==> config.mk <==
export PLATFORM = sky130hd
export DESIGN_NAME = lbsc_config_regs
export DESIGN_NICKNAME = d
export VERILOG_FILES = /design/src/core/lbsc_config_regs.v
export VERILOG_INCLUDE_DIRS = /design/src /design/src/core
export SDC_FILE = /design/constraint.sdc
export NUM_CORES = 1
export LEC_CHECK = 0
export ABC_CLOCK_PERIOD_IN_PS = 2400
export BUFFER_PORTS_ARGS = -buffer_cell sky130_fd_sc_hd__clkbuf_2
export CAP_MARGIN = 20
export CORE_MARGIN = 10
export CORE_UTILIZATION = 59
export CTS_CLUSTER_DIAMETER = 40
export DETAILED_ROUTE_END_ITERATION = 12
export PLACE_DENSITY_LB_ADDON = 0.05
export SLEW_MARGIN = 20
export SYNTH_ARGS = -nofsm -noshare
export SYNTH_HDL_FRONTEND = slang
export SYNTH_SLANG_ARGS = --single-unit
export TNS_END_PERCENT = 1
==> constraint.sdc <==
create_clock -name clk_sys -period 2.4 [get_ports clk_sys]
set_input_delay 0.36 -clock clk_sys [delete_from_list [all_inputs] [get_ports clk_sys]]
set_output_delay 0.36 -clock clk_sys [all_outputs]
set_load 0.01 [all_outputs]
==> src/core/lbsc_defines.vh <==
// Constants for the LCD bias serial configuration register block
`ifndef LBSC_DEFINES_VH
`define LBSC_DEFINES_VH
`define LBSC_DEV_ADDR 7'h2C
`define LBSC_BANK_BIT 7
`define LBSC_RUN_BIT 6
`define LBSC_PANEL_BIT 5
`define LBSC_LEVEL_MSB 4
`define LBSC_STAT_GOOD_BIT 7
`define LBSC_STANDBY_RST 2'h0
`define LBSC_ACTIVE_RST 2'h3
`define LBSC_LEVEL_RST 5'h10
`define LBSC_RW_READ 1'b1
`endif

==> src/core/lbsc_config_regs.v <==
// SMBus slave with configuration, level code and status for the bias block
//
// Contract
// - Byte bit 7 selects standby bank (0) or active bank (1).
// - Each bank holds run bit from byte bit 6, panel bit from bit 5.
// - Standby pin high selects active bank, low selects standby bank.
// - Every written byte loads its low five bits into the level code.
// - Level code survives shutdown and bank changes; only one is kept.
// - Status is returned by the SMBus read-byte transaction.
// - Status bit 7 is supply good and not shut down.
// - Status bits 6 and 5 read zero; bits 4..0 give level code.
// - Shutdown when the selected bank's run bit is zero.
// - Serial interface keeps working in shutdown; writes can restart.
// - Reset clears standby bank, sets active bank, level code 10000.
// - Run one means operating; panel one means panel on.
// - Panel switch pulls low only if supply good and panel bit set.
// - Only the fixed 7-bit address is acknowledged and acted upon.
// - A write is one data byte with no command byte.
// - In shutdown the level output is zero and panel switch floats.
// - Undervoltage lockout resets the level code like power-up.
`timescale 1ns/1ps
`default_nettype none
`include "lbsc_defines.vh"

module lbsc_config_regs (
    input wire clk_sys,
    input wire sys_rst,
    input wire undervoltageLockout,
    input wire smbClkIn,
    input wire smbDataIn,
    output wire smbDataOut,
    output wire smbDataOe_n,
    input wire standbyInput,
    input wire supplyGoodSense,
    output wire panelSwitchOut,
    output wire panelSwitchOe_n,
    output wire [4:0] levelOut,
    output wire powerDown
);
    localparam ST_IDLE = 7'h01;
    localparam ST_ADDR = 7'h02;
    localparam ST_AACK = 7'h04;
    localparam ST_WDAT = 7'h08;
    localparam ST_DACK = 7'h10;
    localparam ST_RDAT = 7'h20;
    localparam ST_MACK = 7'h40;

    // Two-stage synchronisers; only stage two is read by logic
    reg [1:0] sclSync_reg;
    reg [1:0] sdaSync_reg;
    reg [1:0] stbySync_reg;
    reg sclPrev_reg;
    reg sdaPrev_reg;
    always @(posedge clk_sys)
    begin
        if (sys_rst)
        begin
            sclSync_reg <= 2'h3;
            sdaSync_reg <= 2'h3;
            stbySync_reg <= 2'h3;
            sclPrev_reg <= 1'b1;
            sdaPrev_reg <= 1'b1;
        end
        else
        begin
            sclSync_reg <= {sclSync_reg[0], smbClkIn};
            sdaSync_reg <= {sdaSync_reg[0], smbDataIn};
            stbySync_reg <= {stbySync_reg[0], standbyInput};
            sclPrev_reg <= sclSync_reg[1];
            sdaPrev_reg <= sdaSync_reg[1];
        end
    end

    wire scl = sclSync_reg[1];
    wire sda = sdaSync_reg[1];
    wire stby = stbySync_reg[1];
    wire sclRise = scl & ~sclPrev_reg;
    wire sclFall = ~scl & sclPrev_reg;
    // Start and stop are SDA edges while SCL stays high
    wire startCond = scl & sclPrev_reg & ~sda & sdaPrev_reg;
    wire stopCond = scl & sclPrev_reg & sda & ~sdaPrev_reg;

    reg [6:0] state_reg;
    reg [6:0] state_next;
    reg [7:0] shift_reg;
    reg [7:0] shift_next;
    reg [3:0] bitCnt_reg;
    reg [3:0] bitCnt_next;
    reg sdaLow_reg;
    reg sdaLow_next;
    reg [1:0] standbyBank_reg;
    reg [1:0] activeBank_reg;
    reg [4:0] levelCode_reg;
    reg wrStrobe;

    // Effective configuration follows the synchronised standby pin
    wire [1:0] selBank = stby ? activeBank_reg : standbyBank_reg;
    wire isShutdown = ~selBank[1];
    wire panelOn = selBank[0] & ~isShutdown;
    wire [7:0] statusByte = {supplyGoodSense & ~isShutdown, 2'h0,
        levelCode_reg};

    // Bit engine: sample on SCL rise, change SDA after SCL fall
    always @*
    begin
        state_next = state_reg;
        shift_next = shift_reg;
        bitCnt_next = bitCnt_reg;
        sdaLow_next = sdaLow_reg;
        wrStrobe = 1'b0;
        // Serial side is never gated by shutdown, so it keeps working
        if (stopCond)
        begin
            state_next = ST_IDLE;
            sdaLow_next = 1'b0;
        end
        else if (startCond)
        begin
            state_next = ST_ADDR;
            bitCnt_next = 4'h0;
            sdaLow_next = 1'b0;
        end
        else
        begin
            case (state_reg)
                ST_IDLE:
                begin
                    sdaLow_next = 1'b0;
                end
                ST_ADDR:
                begin
                    if (sclRise)
                    begin
                        shift_next = {shift_reg[6:0], sda};
                        bitCnt_next = bitCnt_reg + 4'h1;
                    end
                    else if (sclFall && bitCnt_reg == 4'h8)
                    begin
                        if (shift_reg[7:1] == `LBSC_DEV_ADDR)
                        begin
                            sdaLow_next = 1'b1;
                            state_next = ST_AACK;
                        end
                        else
                        begin
                            state_next = ST_IDLE;
                        end
                    end
                end
                ST_AACK:
                begin
                    if (sclFall)
                    begin
                        bitCnt_next = 4'h0;
                        if (shift_reg[0] == `LBSC_RW_READ)
                        begin
                            shift_next = statusByte;
                            sdaLow_next = ~statusByte[7];
                            state_next = ST_RDAT;
                        end
                        else
                        begin
                            sdaLow_next = 1'b0;
                            state_next = ST_WDAT;
                        end
                    end
                end
                ST_WDAT:
                begin
                    if (sclRise)
                    begin
                        shift_next = {shift_reg[6:0], sda};
                        bitCnt_next = bitCnt_reg + 4'h1;
                    end
                    else if (sclFall && bitCnt_reg == 4'h8)
                    begin
                        wrStrobe = 1'b1;
                        sdaLow_next = 1'b1;
                        state_next = ST_DACK;
                    end
                end
                ST_DACK:
                begin
                    // One data byte per write; further bytes not acked
                    if (sclFall)
                    begin
                        sdaLow_next = 1'b0;
                        state_next = ST_IDLE;
                    end
                end
                ST_RDAT:
                begin
                    if (sclFall)
                    begin
                        bitCnt_next = bitCnt_reg + 4'h1;
                        shift_next = {shift_reg[6:0], 1'b1};
                        if (bitCnt_reg == 4'h7)
                        begin
                            sdaLow_next = 1'b0;
                            state_next = ST_MACK;
                        end
                        else
                        begin
                            sdaLow_next = ~shift_reg[6];
                        end
                    end
                end
                ST_MACK:
                begin
                    // Read byte is a single byte; wait for the stop
                    sdaLow_next = 1'b0;
                end
                default:
                begin
                    state_next = ST_IDLE;
                    sdaLow_next = 1'b0;
                end
            endcase
        end
    end

    always @(posedge clk_sys)
    begin
        if (sys_rst)
        begin
            state_reg <= ST_IDLE;
            shift_reg <= 8'h00;
            bitCnt_reg <= 4'h0;
            sdaLow_reg <= 1'b0;
        end
        else
        begin
            state_reg <= state_next;
            shift_reg <= shift_next;
            bitCnt_reg <= bitCnt_next;
            sdaLow_reg <= sdaLow_next;
        end
    end

    // Configuration banks, returned to reset values (standby 0, active 3) only by reset
    always @(posedge clk_sys)
    begin
        if (sys_rst)
        begin
            standbyBank_reg <= `LBSC_STANDBY_RST;
            activeBank_reg <= `LBSC_ACTIVE_RST;
        end
        else if (wrStrobe)
        begin
            if (shift_reg[`LBSC_BANK_BIT])
                activeBank_reg <= shift_reg[`LBSC_RUN_BIT:`LBSC_PANEL_BIT];
            else
                standbyBank_reg <= shift_reg[`LBSC_RUN_BIT:`LBSC_PANEL_BIT];
        end
    end

    // Single level code; lockout also returns it to mid-scale
    always @(posedge clk_sys)
    begin
        if (sys_rst || undervoltageLockout)
            levelCode_reg <= `LBSC_LEVEL_RST;
        else if (wrStrobe)
            levelCode_reg <= shift_reg[`LBSC_LEVEL_MSB:0];
    end

    // Outputs registered so pins stay glitch free
    reg panelPull_reg;
    reg [4:0] levelOut_reg;
    reg powerDown_reg;
    always @(posedge clk_sys)
    begin
        if (sys_rst)
        begin
            panelPull_reg <= 1'b0;
            levelOut_reg <= 5'h00;
            powerDown_reg <= 1'b0;
        end
        else
        begin
            panelPull_reg <= supplyGoodSense & panelOn;
            levelOut_reg <= isShutdown ? 5'h00 : levelCode_reg;
            powerDown_reg <= isShutdown;
        end
    end

    // Open-drain pins: output low, enable active low while pulling
    assign smbDataOut = 1'b0;
    assign smbDataOe_n = ~sdaLow_reg;
    assign panelSwitchOut = 1'b0;
    assign panelSwitchOe_n = ~panelPull_reg;
    assign levelOut = levelOut_reg;
    assign powerDown = powerDown_reg;

endmodule // lbsc_config_regs
`default_nettype wire

## Word level (Yosys, flattened, before mapping)

Index checks and enable logic that the tools add are counted.

| operators by class | value |
|---|---|
| add/sub/neg operators | 1 |
| equality and inequality tests | 31 |
| multiplexer cells | 39 |
| bitwise gates (word level) | 23 |
| reductions and logical operators | 17 |

Operators by type and width:

| cell | number |
|---|---|
| two-way mux 7 bit | 8 |
| one-hot mux 7 bit (6 select lines) | 1 |
| two-way mux 8 bit | 4 |
| != test 3 bit, second input constant | 8 |
| one-hot mux 8 bit (3 select lines) | 1 |
| != test 2 bit, second input constant | 10 |
| AND reduction 9 bit | 2 |
| two-way mux 4 bit | 4 |
| two-way mux 1 bit | 15 |
| equality test 7 x 6 -> 1 bit, second input constant | 2 |
| NOT 1 bit | 13 |
| one-hot mux 4 bit (3 select lines) | 1 |
| bitwise AND 1 bit | 10 |
| AND reduction 8 bit | 1 |
| OR reduction 2 bit | 4 |
| equality test 7 x 1 -> 1 bit, second input constant | 1 |
| equality test 7 x 2 -> 1 bit, second input constant | 1 |
| equality test 7 x 3 -> 1 bit, second input constant | 1 |
| equality test 7 x 4 -> 1 bit, second input constant | 1 |
| equality test 7 x 5 -> 1 bit, second input constant | 1 |
| equality test 7 bit, second input constant | 1 |
| AND reduction 7 bit | 1 |
| two-way mux 6 bit | 1 |
| AND reduction 6 bit | 1 |
| other kinds (15) | 18 |

| storage, ports and cells | value |
|---|---|
| bits in registers | 44 |
| word-level logic and storage cells | 128 |

## Logic depth before layout (Yosys ltp)

Gate-level depths: netlist (run 1).

| logic depth | value |
|---|---|
| word-level depth | 9 |
| mapped depth | 8 |

## Worst setup path after synthesis (run 1)

Ideal clock, no wire load.

| path | value |
|---|---|
| kind | flip-flop to flip-flop |
| start point | register state_reg[6] |
| end point | register state_reg[5] |
| setup time | 0.121 ns |
| data arrival time | 1.909 ns |
| data required time | 2.279 ns |
| slack | 0.370 ns |
| cell stages (with the launch flop) | 6 |
| buffers on the path | 0 |
| period minus slack after synthesis | 2.030 ns |
| cells stage by stage | dfxtp_1 or4_4 nor3_1 a221oi_2 nand2_2 mux2_2 |

| between the ends | value |
|---|---|
| word-level cells in the longest chain between the ends | 4 |

RTL lines:

| element | line | text |
|---|---|---|
| start: declaration | lbsc_config_regs.v:83 | `reg [6:0] state_reg;` |
| start signal: assignment | lbsc_config_regs.v:233 | `state_reg <= state_next;` |
| equality test 7 bit or equality test 7 x 1 -> 1 bit (tied branches) | lbsc_config_regs.v:125 | `case (state_reg)` |
| OR reduction 2 bit (no line) | -- |  |
| NOT 1 bit (no line) | -- |  |
| AND reduction 9 bit (no line) | -- |  |

Parallel ways exist; a longest one is shown, timed or not.
A chain may end at the register's enable or synchronous reset.

## Worst setup path in the final report (run 1)

| path | value |
|---|---|
| start point | register state_reg[6] |
| end point | register shift_reg[7] |

| between the ends | value |
|---|---|
| word-level cells in the longest chain between the ends | 4 |

RTL lines:

| element | line | text |
|---|---|---|
| equality test 7 x 4 -> 1 bit or equality test 7 x 2 -> 1 bit (tied branches) | lbsc_config_regs.v:125 |  |
| OR reduction 2 bit (no line) | -- |  |
| != test 2 x 1 -> 1 bit (no line) or nonzero test 3 bit (tied branches) | -- |  |
| AND reduction 7 bit (no line) | -- |  |
| end signal: assignment | lbsc_config_regs.v:234 | `shift_reg <= shift_next;` |
| end: declaration | lbsc_config_regs.v:85 | `reg [7:0] shift_reg;` |

Parallel ways exist; a longest one is shown, timed or not.

==> results of run 1 <==
[logic make-up (layout without fill, tap and decap cells)]
family | Yosys count | in the layout
simple gates | 118 | 118
compound gates | 47 | 47
flops | 44 | 44
buf+inv | 19 | 36
mux | 11 | 11
xor+xnor | 4 | 4
fa+ha+maj | 2 | 2
other cells | 1 | 2
[power by group through the flow]
| stage | sequential [mW] | clock, mW | combinational [mW] |
|---|---|---|---|
| 3_5_place_dp | 0.765 | 0 | 0.0781 |
| 2_1_floorplan | 0.763 | 0 | 0.0583 |
| 5_1_grt | 0.752 | 0.529 | 0.0882 |
| 6_report | 0.749 | 0.502 | 0.0788 |
| 3_3_place_gp | 0.765 | 0 | 0.0775 |
| 4_1_cts | 0.749 | 0.506 | 0.0785 |
[path summary, 6_finish.rpt]
check	startpoint	slack (ns)	depth (start not counted)	to
hold / removal	smbClkIn	0.17	2	sclSync_reg[0]
hold reg to reg	sclSync_reg[0]	0.41	1	sclSync_reg[1]
setup / recovery	state_reg[6]	0.28	5	shift_reg[7]
setup reg to reg	state_reg[6]	0.28	5	shift_reg[7]
[placed cells by master, fill, tap and decap left out, types with 7 or more instances in the layout]
cell type / n
a21oi_1: 12
buf_4: 7
clkbuf_2: 14
dfxtp_1: 44
inv_1: 7
mux2i_1: 9
nand2_1: 16
nand3_1: 14
nor2_1: 22
nor3_1: 13
o21ai_0: 11
or2_2: 8
[synth_stat cells, types with 3 or more instances]
master	instances
dfxtp_1	44
nor2_1	22
nand2_1	16
nand3_1	14
nor3_1	13
a21oi_1	12
o21ai_0	11
mux2i_1	9
or2_2	8
clkbuf_1	7
inv_1	7
and2_1	6
nor2b_1	5
nand2b_1	4
nand4_1	4
nand4b_1	4
nor4_1	4
o31ai_1	4
and3_1	3
nor4b_1	3
[layout make-up]
class / count / area, sq um
Multi-Input combinational cell: 184 / 1180
Fill cell: 282 / 1060
Sequential cell: 44 / 881
Timing Repair Buffer: 21 / 123
Tap cell: 46 / 57.6
Clock buffer: 6 / 51.3
Clock inverter: 2 / 38.8
Inverter: 7 / 26.3
[worst max-delay path: stages (launching register included)]
cell,delay (ns)
dfxtp_1,0.40
or4_4,0.61
or3_4,0.42
or2_1,0.28
nand2_1,0.18
a311oi_1,0.11
[layer usage]
layer | part of all wire, % | vias up | GRT usage [%]
met4 | 1.2 | 0 | 4.75
met2 | 45 | 51 | 24.9
met1 | 48 | 866 | 21.8
met3 | 6.0 | 6 | 3.90
met5 | 0 | - | 0
li1 | - | 920 | -
[stage by stage]
stage | std cells | instance area, sq um | hold slack [ns] | setup WS [ns]
3_3_place_gp | 302 | 2270 | 0.392 | 0.343
4_1_cts | 310 | 2360 | 0.166 | 0.306
3_5_place_dp | 302 | 2270 | 0.398 | 0.334
5_1_grt | 310 | 2360 | 0.181 | 0.147
6_report | 310 | 2360 | 0.173 | 0.282
2_1_floorplan | 247 | 2140 | 0.389 | 0.370
==> out/qor.yml, run 1 <==
status: "finished clean"
gp_congestion: 0.882
clk_latency_ns: 0.37
p_leak_nw: 0.882
num_io_pins: 17
tns_ns: 0
ys_types: 56
cts_buffers: 5
grt_max_degree: 26
drc: 0
max_freq_mhz: 472
setup_violations: 0
die_y_microns: 80.2
synth_xor_xnor_area_share_pct: 1.64
synth_area_leaders: "dfxtp_1, mux2i_1, nor2_1"
avgSynthCellArea_sq_um: 8.70
finalCritPeriodShare_pct: 88.3
netlist.top_cell.by_area: "dfxtp_1"
wirelength_mm: 4.87
worstMarginPinSlew_ns: 0.745
wire_per_inst_microns: 15.7
drv_cap: 0
synthAdderAreaFrac_pct: 1.17
initial_core_util_pct: 62.7
synthSimpleGateAreaFrac_pct: 31.0
synth_seq_cells: 44
synth_top_area_share_pct: 41.1
power_frac_seq_pct: 56.3
root_buffer: "clkbuf_4"
netlist_area_sq_um: 2140
peakVddDrop_mv: 0.400
grtUsageTotal_pct: 16.2
layout.nets: 272
routed_via_density: 5.95
largest_register_ffs: 8
yosysWarnings: 0
drtIter0Drc: 185
critPathLaunchType: "flop"
pwr-share-clk_pct: 37.7
cts_tree: "done"
fin_skew_ns: 0.0187
layout-drive-gt1-share_pct: 18.9
clockBufferDepth: 2
swShare_pct: 23.3
combPwrFrac_pct: 5.9
drt-pass1-iter-count: 4
antenna_found_initial: 0
synth-compound-area-share_pct: 15.7
worstPathRequired_ns: 2.65
ys_async_sr_fraction_pct: 0
via_count: 1843
clk_pin_slew_worst_paths_ns: 0.14
rsz0062_at_grt: "false"
route.antenna.remaining_nets: 0
p_per_area_nw_per_um2: 564
port_buffers: 14
hold_buffers: 0
die-area_sq_um: 6440
cts_max_level: 2
yosys_most_used_dff: "dfxtp_1"
slew_violations: 0
post_cts_buffers: 0
slew_headroom_pct: 49.8
grt-ovfl-total: 0
hpwl_mm: 3.63
power_switching_mw: 0.310
die_w_microns: 80.2
hp-class: "input pin to flop"
grt_pass1_wl_mm: 8.37
final_util_pct: 69.0
synthMuxAreaShare_pct: 5.26
fp-row-count: 21
clock_sinks: 44
antenna_cells: 0
total_power_mw: 1.33
internal_power_mw: 1.02
areaGrowthSynthToFinish_pct: 10.2
ctsResizeCount: 0
worstPathArrival_ns: 2.37
finalCriticalPeriod_ns: 2.12
seq_area_frac_synth_pct: 41.1
syn_inst: 246
synth-edff-count: 0
synth_top_family_by_area: "simple AND/OR/NAND/NOR gates"
crit_path_end_kind: "flop"
path_class: "flop to flop"
core_area_sq_um: 3420
first_global_vias: 1723
path_max_fanout: 8
hold_violations: 0
Note: power is estimated with default switching activity, not from simulation.
==> inputs of run 2 (changes only) <==
Settings changed: ABC_AREA set to 1, CORE_UTILIZATION 59 to 45, MAX_ROUTING_LAYER set to met4.
==> run 2 against run 1 <==
Clock skew is 0.0097 ns lower. Cell count is 30% higher. Total power is 56% higher. Count of clock-buffer cells in the layout stayed put. Area after synthesis is 2.0% higher. Sequential power is 13% higher. Die area is 25% higher. Synthesized cell count is 29% higher. Wire length is 0.68% lower. Sequential share of layout area is 1.2 points lower. Via count is 3.5% higher. First-iteration DRC count is 0.54% lower. Critical path type unchanged. Highest routed layer unchanged.
==> out/qor.yml, run 2 <==
status: "finished clean"  # unchanged
peakVddDrop_mv: 0.394  # was 0.400 mV
hold_buffers: 0  # unchanged
yosysWarnings: 0  # unchanged
finalCriticalPeriod_ns: 1.74  # was 2.12 ns
fin_ws_ns: 0.661  # was 0.282 ns
clockBufferDepth: 2  # unchanged
finalCritPeriodShare_pct: 72.5  # was 88.3%
p_leak_nw: 1.16  # was 0.882 nW
route.antenna.remaining_nets: 0  # unchanged
post_cts_buffers: 0  # unchanged
initial_core_util_pct: 46.2  # was 62.7%
crit_chain: "inv_1 -> nand2_1 -> nor2_1 -> nand2_2 -> nand3_1 -> inv_1 -> o21ai_0 -> a21oi_1 -> nor2_1"  # was or4_4 -> or3_4 -> or2_1 -> nand2_1 -> a311oi_1
pwr-share-clk_pct: 29.1  # was 37.7%
power_frac_seq_pct: 40.5  # was 56.3%
internal_power_mw: 1.33  # was 1.02 mW
gp_congestion: 0.924  # was 0.882
instances_no_fill: 403  # was 310
ys_types: 29  # was 56
slowest_delay_ns: 0.42  # was 0.61 ns
cts_tree: "done"  # unchanged
critPathLaunchType: "flop"  # unchanged
fillCellCount: 494  # was 282
clock_sinks: 44  # unchanged
synth-edff-count: 0  # unchanged
fin_skew_ns: 0.00901  # was 0.0187 ns
routed_via_density: 4.73  # was 5.95
cp_slowest_cell: "dfxtp_1"  # was or4_4
root_buffer: "clkbuf_8"  # was clkbuf_4
hold_violations: 0  # unchanged
dp_cells: 395  # was 302
syn_inst: 317  # was 246
drtIter0Drc: 184  # was 185
final_cell_mix: "nand2_1, nor2_1, dfxtp_1, inv_1, nand3_1"  # was dfxtp_1, nor2_1, nand2_1, nand3_1, clkbuf_2
ctsResizeCount: 0  # unchanged
layout-drive-gt1-share_pct: 14.9  # was 18.9%
netlist.top_cell.by_area: "dfxtp_1"  # unchanged
clk_pin_slew_worst_paths_ns: 0.09  # was 0.14 ns
largest_register_ffs: 8  # unchanged
slew_headroom_pct: 63.4  # was 49.8%
clk_latency_ns: 0.30  # was 0.37 ns
cpLargestDelayFamily: "simple AND/OR/NAND/NOR gates"  # unchanged
first_global_vias: 1678  # was 1723
busiest_layer: "met2"  # unchanged
path_max_fanout: 12  # was 8
areaGrowthSynthToFinish_pct: 11.5  # was 10.2%
synth_top_area_share_pct: 40.3  # was 41.1%
setup_violations: 0  # unchanged
worstMarginPinSlew_ns: 0.544  # was 0.745 ns
grtUsageMet3_pct: 3.16  # was 3.90%
grt_max_degree: 17  # was 26
yosys_most_used_dff: "dfxtp_1"  # unchanged
grt_pass1_wl_mm: 8.15  # was 8.37 mm
grtUsageTotal_pct: 13.4  # was 16.2%
drv_cap: 0  # unchanged
crit_path_end_kind: "flop"  # unchanged
grt-ovfl-total: 0  # unchanged
grt_use_met1_pct: 18.4  # was 21.8%
netlist_area_sq_um: 2180  # was 2140 sq um
hpwl_mm: 3.70  # was 3.63 mm
max_freq_mhz: 575  # was 472 MHz
core_area_sq_um: 4720  # was 3420 sq um
slew_violations: 0  # unchanged
wire_per_inst_microns: 12.0  # was 15.7 microns
ys_async_sr_fraction_pct: 0  # unchanged
use_met2_pct: 18.9  # was 24.9%
rsz0062_at_grt: "false"  # unchanged
netlist_top_cells_count: "nand2_1, nor2_1, dfxtp_1"  # was dfxtp_1, nor2_1, nand2_1
drt-pass1-iter-count: 4  # unchanged
die-area_sq_um: 8040  # was 6440 sq um
worstPathArrival_ns: 1.94  # was 2.37 ns
multi_input_area_sq_um: 1120  # was 1180 sq um
wirelength_mm: 4.84  # was 4.87 mm
hp-class: "input pin to flop"  # unchanged
seq_area_frac_synth_pct: 40.3  # was 41.1%
layout_commonest_cell: "nand2_1"  # was dfxtp_1
swShare_pct: 35.9  # was 23.3%
avgSynthCellArea_sq_um: 6.89  # was 8.70 sq um
tns_ns: 0  # unchanged
synth_area_leaders: "dfxtp_1, nand2_1, nor2_1"  # was dfxtp_1, mux2i_1, nor2_1
worstPathRequired_ns: 2.60  # was 2.65 ns
synth_seq_cells: 44  # unchanged
synth.most_common_cell: "nand2_1"  # was dfxtp_1
power_switching_mw: 0.748  # was 0.310 mW
die_w_microns: 89.7  # was 80.2 microns
combPwrFrac_pct: 30.4  # was 5.9%
p_per_area_nw_per_um2: 854  # was 564 nW/um^2
dp_slack_ns: 0.705  # was 0.334 ns
drc: 0  # unchanged
antenna_cells: 0  # unchanged
fp-row-count: 25  # was 21
path_class: "flop to flop"  # unchanged
seq_area_sq_um: 881  # unchanged
cts_buffers: 5  # unchanged
worst-path-buf-inv: 2  # was 0
antenna_found_initial: 0  # unchanged
via_count: 1907  # was 1843
port_buffers: 14  # unchanged
layout.nets: 344  # was 272
die_y_microns: 89.7  # was 80.2 microns
num_io_pins: 17  # unchanged
cts_max_level: 2  # unchanged
## run 2: cell type report
class,count,share of cell area [%]
Clock inverter,2,1.59
Sequential cell,44,36.2
Tap cell,67,3.44
Inverter,39,6.01
Clock buffer,6,3.39
Multi-Input combinational cell,229,45.9
Timing Repair Buffer,16,3.49
## run 2: metrics by stage
stage	instance area (sq um)	hold WS [ns]	power (mW)	util, %
after floorplan	2190	0.389	1.36	-
after global placement	2310	0.392	1.49	49.0
after detailed placement	2310	0.398	1.49	49.0
after CTS	2430	0.233	2.09	51.5
after global routing	2430	0.235	2.23	51.5
final	2430	0.237	2.08	51.5
## run 2: path summary, 6_finish.rpt
path             startpoint               to  slack [ns]  depth (start not counted)
max reg2reg    state_reg[2]     shift_reg[7]        0.66                          9
min            standbyInput  stbySync_reg[0]        0.24                          2
min reg2reg  sclSync_reg[0]   sclSync_reg[1]        0.42                          1
max            state_reg[2]     shift_reg[7]        0.66                          9
## run 2: kinds of logic (layout without fill, tap and decap cells)
| family | after synthesis | in the layout | synth area share [%] |
|---|---|---|---|
| and+or+nand+nor | 184 | 184 | 39.1 |
| adders and majority gates | 2 | 2 | 1.15 |
| other | 1 | 2 | 0.172 |
| buffers and inverters | 45 | 63 | 8.65 |
| muxes | 1 | 1 | 0.458 |
| AOI/OAI and AO/OA | 38 | 38 | 9.28 |
| DFF | 44 | 44 | 40.3 |
| xor gates and xnor gates | 2 | 2 | 0.802 |
## run 2: layer usage
layer / wire length (microns) / vias to the layer above / share of wire [%]
met5: 0 / - / 0
met4: 64 / 0 / 1.3
met3: 274 / 5 / 5.7
met2: 1970 / 39 / 41
met1: 2520 / 834 / 52
li1: - / 1029 / -
## run 2: power groups by stage
| stage | Clock [mW] | Combinational, mW | Sequential (mW) |
|---|---|---|---|
| after detailed placement | 0 | 0.629 | 0.859 |
| after CTS | 0.619 | 0.632 | 0.842 |
| after global placement | 0 | 0.635 | 0.858 |
| final | 0.605 | 0.633 | 0.843 |
| after floorplan | 0 | 0.514 | 0.848 |
| after global routing | 0.647 | 0.732 | 0.853 |
==> inputs of run 3 (changes only) <==
Settings changed: ABC_CLOCK_PERIOD_IN_PS 2400 to 1550.
Clock period 2.4 ns to 1.55 ns, I/O delays scaled along.
==> run 3 against run 2 <==
Total power rose by 67%. Non-clock buffer count rose by 21. Critical path depth did not move. Wire length rose by 10%. Critical path type unchanged. Critical endpoint is now shift_reg[3]. Largest cell class unchanged.
==> out/qor.yml, run 3 (synthesized netlist as in run 2, its figures left out) <==
status: "finished clean"  # unchanged
clk_latency_ns: 0.30  # about the same
routed_via_density: 4.75  # was 4.73
layout_commonest_cell: "nand2_1"  # unchanged
root_buffer: "clkbuf_8"  # unchanged
rsz0062_at_grt: "true"  # was false
areaGrowthSynthToFinish_pct: 27.3  # was 11.5%
cts_tree: "done"  # unchanged
antenna_found_initial: 0  # unchanged
worstPathArrival_ns: 1.74  # was 1.94 ns
setup_violations: 0  # unchanged
die_y_microns: 89.7  # unchanged
layout.nets: 366  # was 344
hold_buffers: 0  # unchanged
fillCellCount: 441  # was 494
final_util_pct: 58.9  # was 51.5%
cts_buffers: 5  # unchanged
cts_max_level: 2  # unchanged
gp_congestion: 0.888  # was 0.924
hold_violations: 0  # unchanged
port_buffers: 14  # unchanged
fin_area_sq_um: 2780  # was 2430 sq um
grt-ovfl-total: 0  # unchanged
first_global_vias: 1812  # was 1678
drc: 0  # unchanged
drv_cap: 0  # unchanged
path_max_fanout: 6  # was 12
crit_path_end_kind: "flop"  # unchanged
core_area_sq_um: 4720  # unchanged
die_w_microns: 89.7  # unchanged
layout-drive-gt1-share_pct: 31.8  # was 14.9%
path_class: "flop to flop"  # unchanged
worstPathRequired_ns: 1.76  # was 2.60 ns
grt_max_degree: 16  # was 17
peakVddDrop_mv: 0.503  # was 0.394 mV
wirelength_mm: 5.33  # was 4.84 mm
clock_sinks: 44  # unchanged
drt-pass1-iter-count: 4  # unchanged
finalCriticalPeriod_ns: 1.53  # was 1.74 ns
fin_skew_ns: 0.00602  # was 0.00901 ns
antenna_cells: 0  # unchanged
clk_pin_slew_worst_paths_ns: 0.09  # about the same
p_leak_nw: 1.32  # was 1.16 nW
hp-class: "input pin to flop"  # unchanged
p_per_area_nw_per_um2: 1250  # was 854 nW/um^2
postPlaceCellArea_sq_um: 2410  # was 2310 sq um
finalCritPeriodShare_pct: 98.9  # was 72.5%
wire_per_inst_microns: 12.5  # was 12.0 microns
drtIter0Drc: 156  # was 184
via_count: 2019  # was 1907
critPathLaunchType: "flop"  # unchanged
total_power_mw: 3.48  # was 2.08 mW
initial_core_util_pct: 46.2  # unchanged
hpwl_mm: 3.80  # was 3.70 mm
final_cell_mix: "nand2_1, nor2_1, dfxtp_1, inv_1, buf_4"  # was nand2_1, nor2_1, dfxtp_1, inv_1, nand3_1
route.antenna.remaining_nets: 0  # unchanged
slew_violations: 0  # unchanged
fp-row-count: 25  # unchanged
grt_pass1_wl_mm: 8.55  # was 8.15 mm
max_freq_mhz: 652  # was 575 MHz
num_io_pins: 17  # unchanged
clockBufferDepth: 2  # unchanged
largest_register_ffs: 8  # unchanged
grtUsageTotal_pct: 14.1  # was 13.4%
die-area_sq_um: 8040  # unchanged
[run 3: area by class of cell]
type                            instances  area [sq um]  share of cell area [%]
Clock inverter                          2          38.8                    1.40
Inverter                               39           149                    5.36
Multi-Input combinational cell        230          1280                    45.9
Clock buffer                            6          82.6                    2.97
Tap cell                               67          83.8                    3.02
Timing Repair Buffer                   37           246                    8.87
Sequential cell                        44           902                    32.4
[run 3: per-layer routing]
| metal | share of wire (%) | GRT usage [%] | up-vias |
|---|---|---|---|
| li1 | - | - | 1078 |
| met3 | 4.4 | 3.25 | 6 |
| met5 | 0 | - | - |
| met2 | 44 | 19.3 | 32 |
| met4 | 1.7 | 5.64 | 0 |
| met1 | 50 | 19.3 | 903 |
[run 3: worst max-delay path: stages, from the launching register on]
cell and delay (ns):
dfxtp_4 0.38, inv_4 0.05, nand2_1 0.10, nor2_4 0.07
nand3_1 0.10, nand2_2 0.10, nor2_4 0.25, nand3_2 0.19
a21oi_1 0.15, nor2_1 0.05
[run 3: final timing paths]
path / cells after the start / startpoint / to / slack (ns)
hold / removal: 2 / smbClkIn / sclSync_reg[0] / 0.10
hold reg to reg: 1 / sclSync_reg[0] / sclSync_reg[1] / 0.41
setup / recovery: 9 / state_reg[5] / shift_reg[3] / 0.02
setup reg to reg: 9 / state_reg[5] / shift_reg[3] / 0.02
[run 3: where the power goes]
part           switching [mW]  total, mW  internal (mW)
clock                   0.418      0.946          0.527
sequential             0.0992       1.34           1.24
combinational           0.761       1.20          0.439
[run 3: stage by stage]
step / TNS (ns) / std cells / hold WS (ns) / setup slack (ns)
final: 0 / 425 / 0.102 / 0.0166
after global routing: -0.705 / 425 / 0.108 / -0.0670
after CTS: 0 / 416 / 0.0969 / 0.00748
after detailed placement: -0.0752 / 408 / 0.393 / -0.0270
after global placement: -0.0537 / 408 / 0.392 / -0.0239
after floorplan: 0 / 318 / 0.336 / 0.149
[run 3: timing repair]
item,4_1_cts,5_1_grt
endpoints found under the setup margin,5,25
buffers inserted,0,8
pin swaps,1,15
gates resized for setup,8,50
gates cloned,0,1
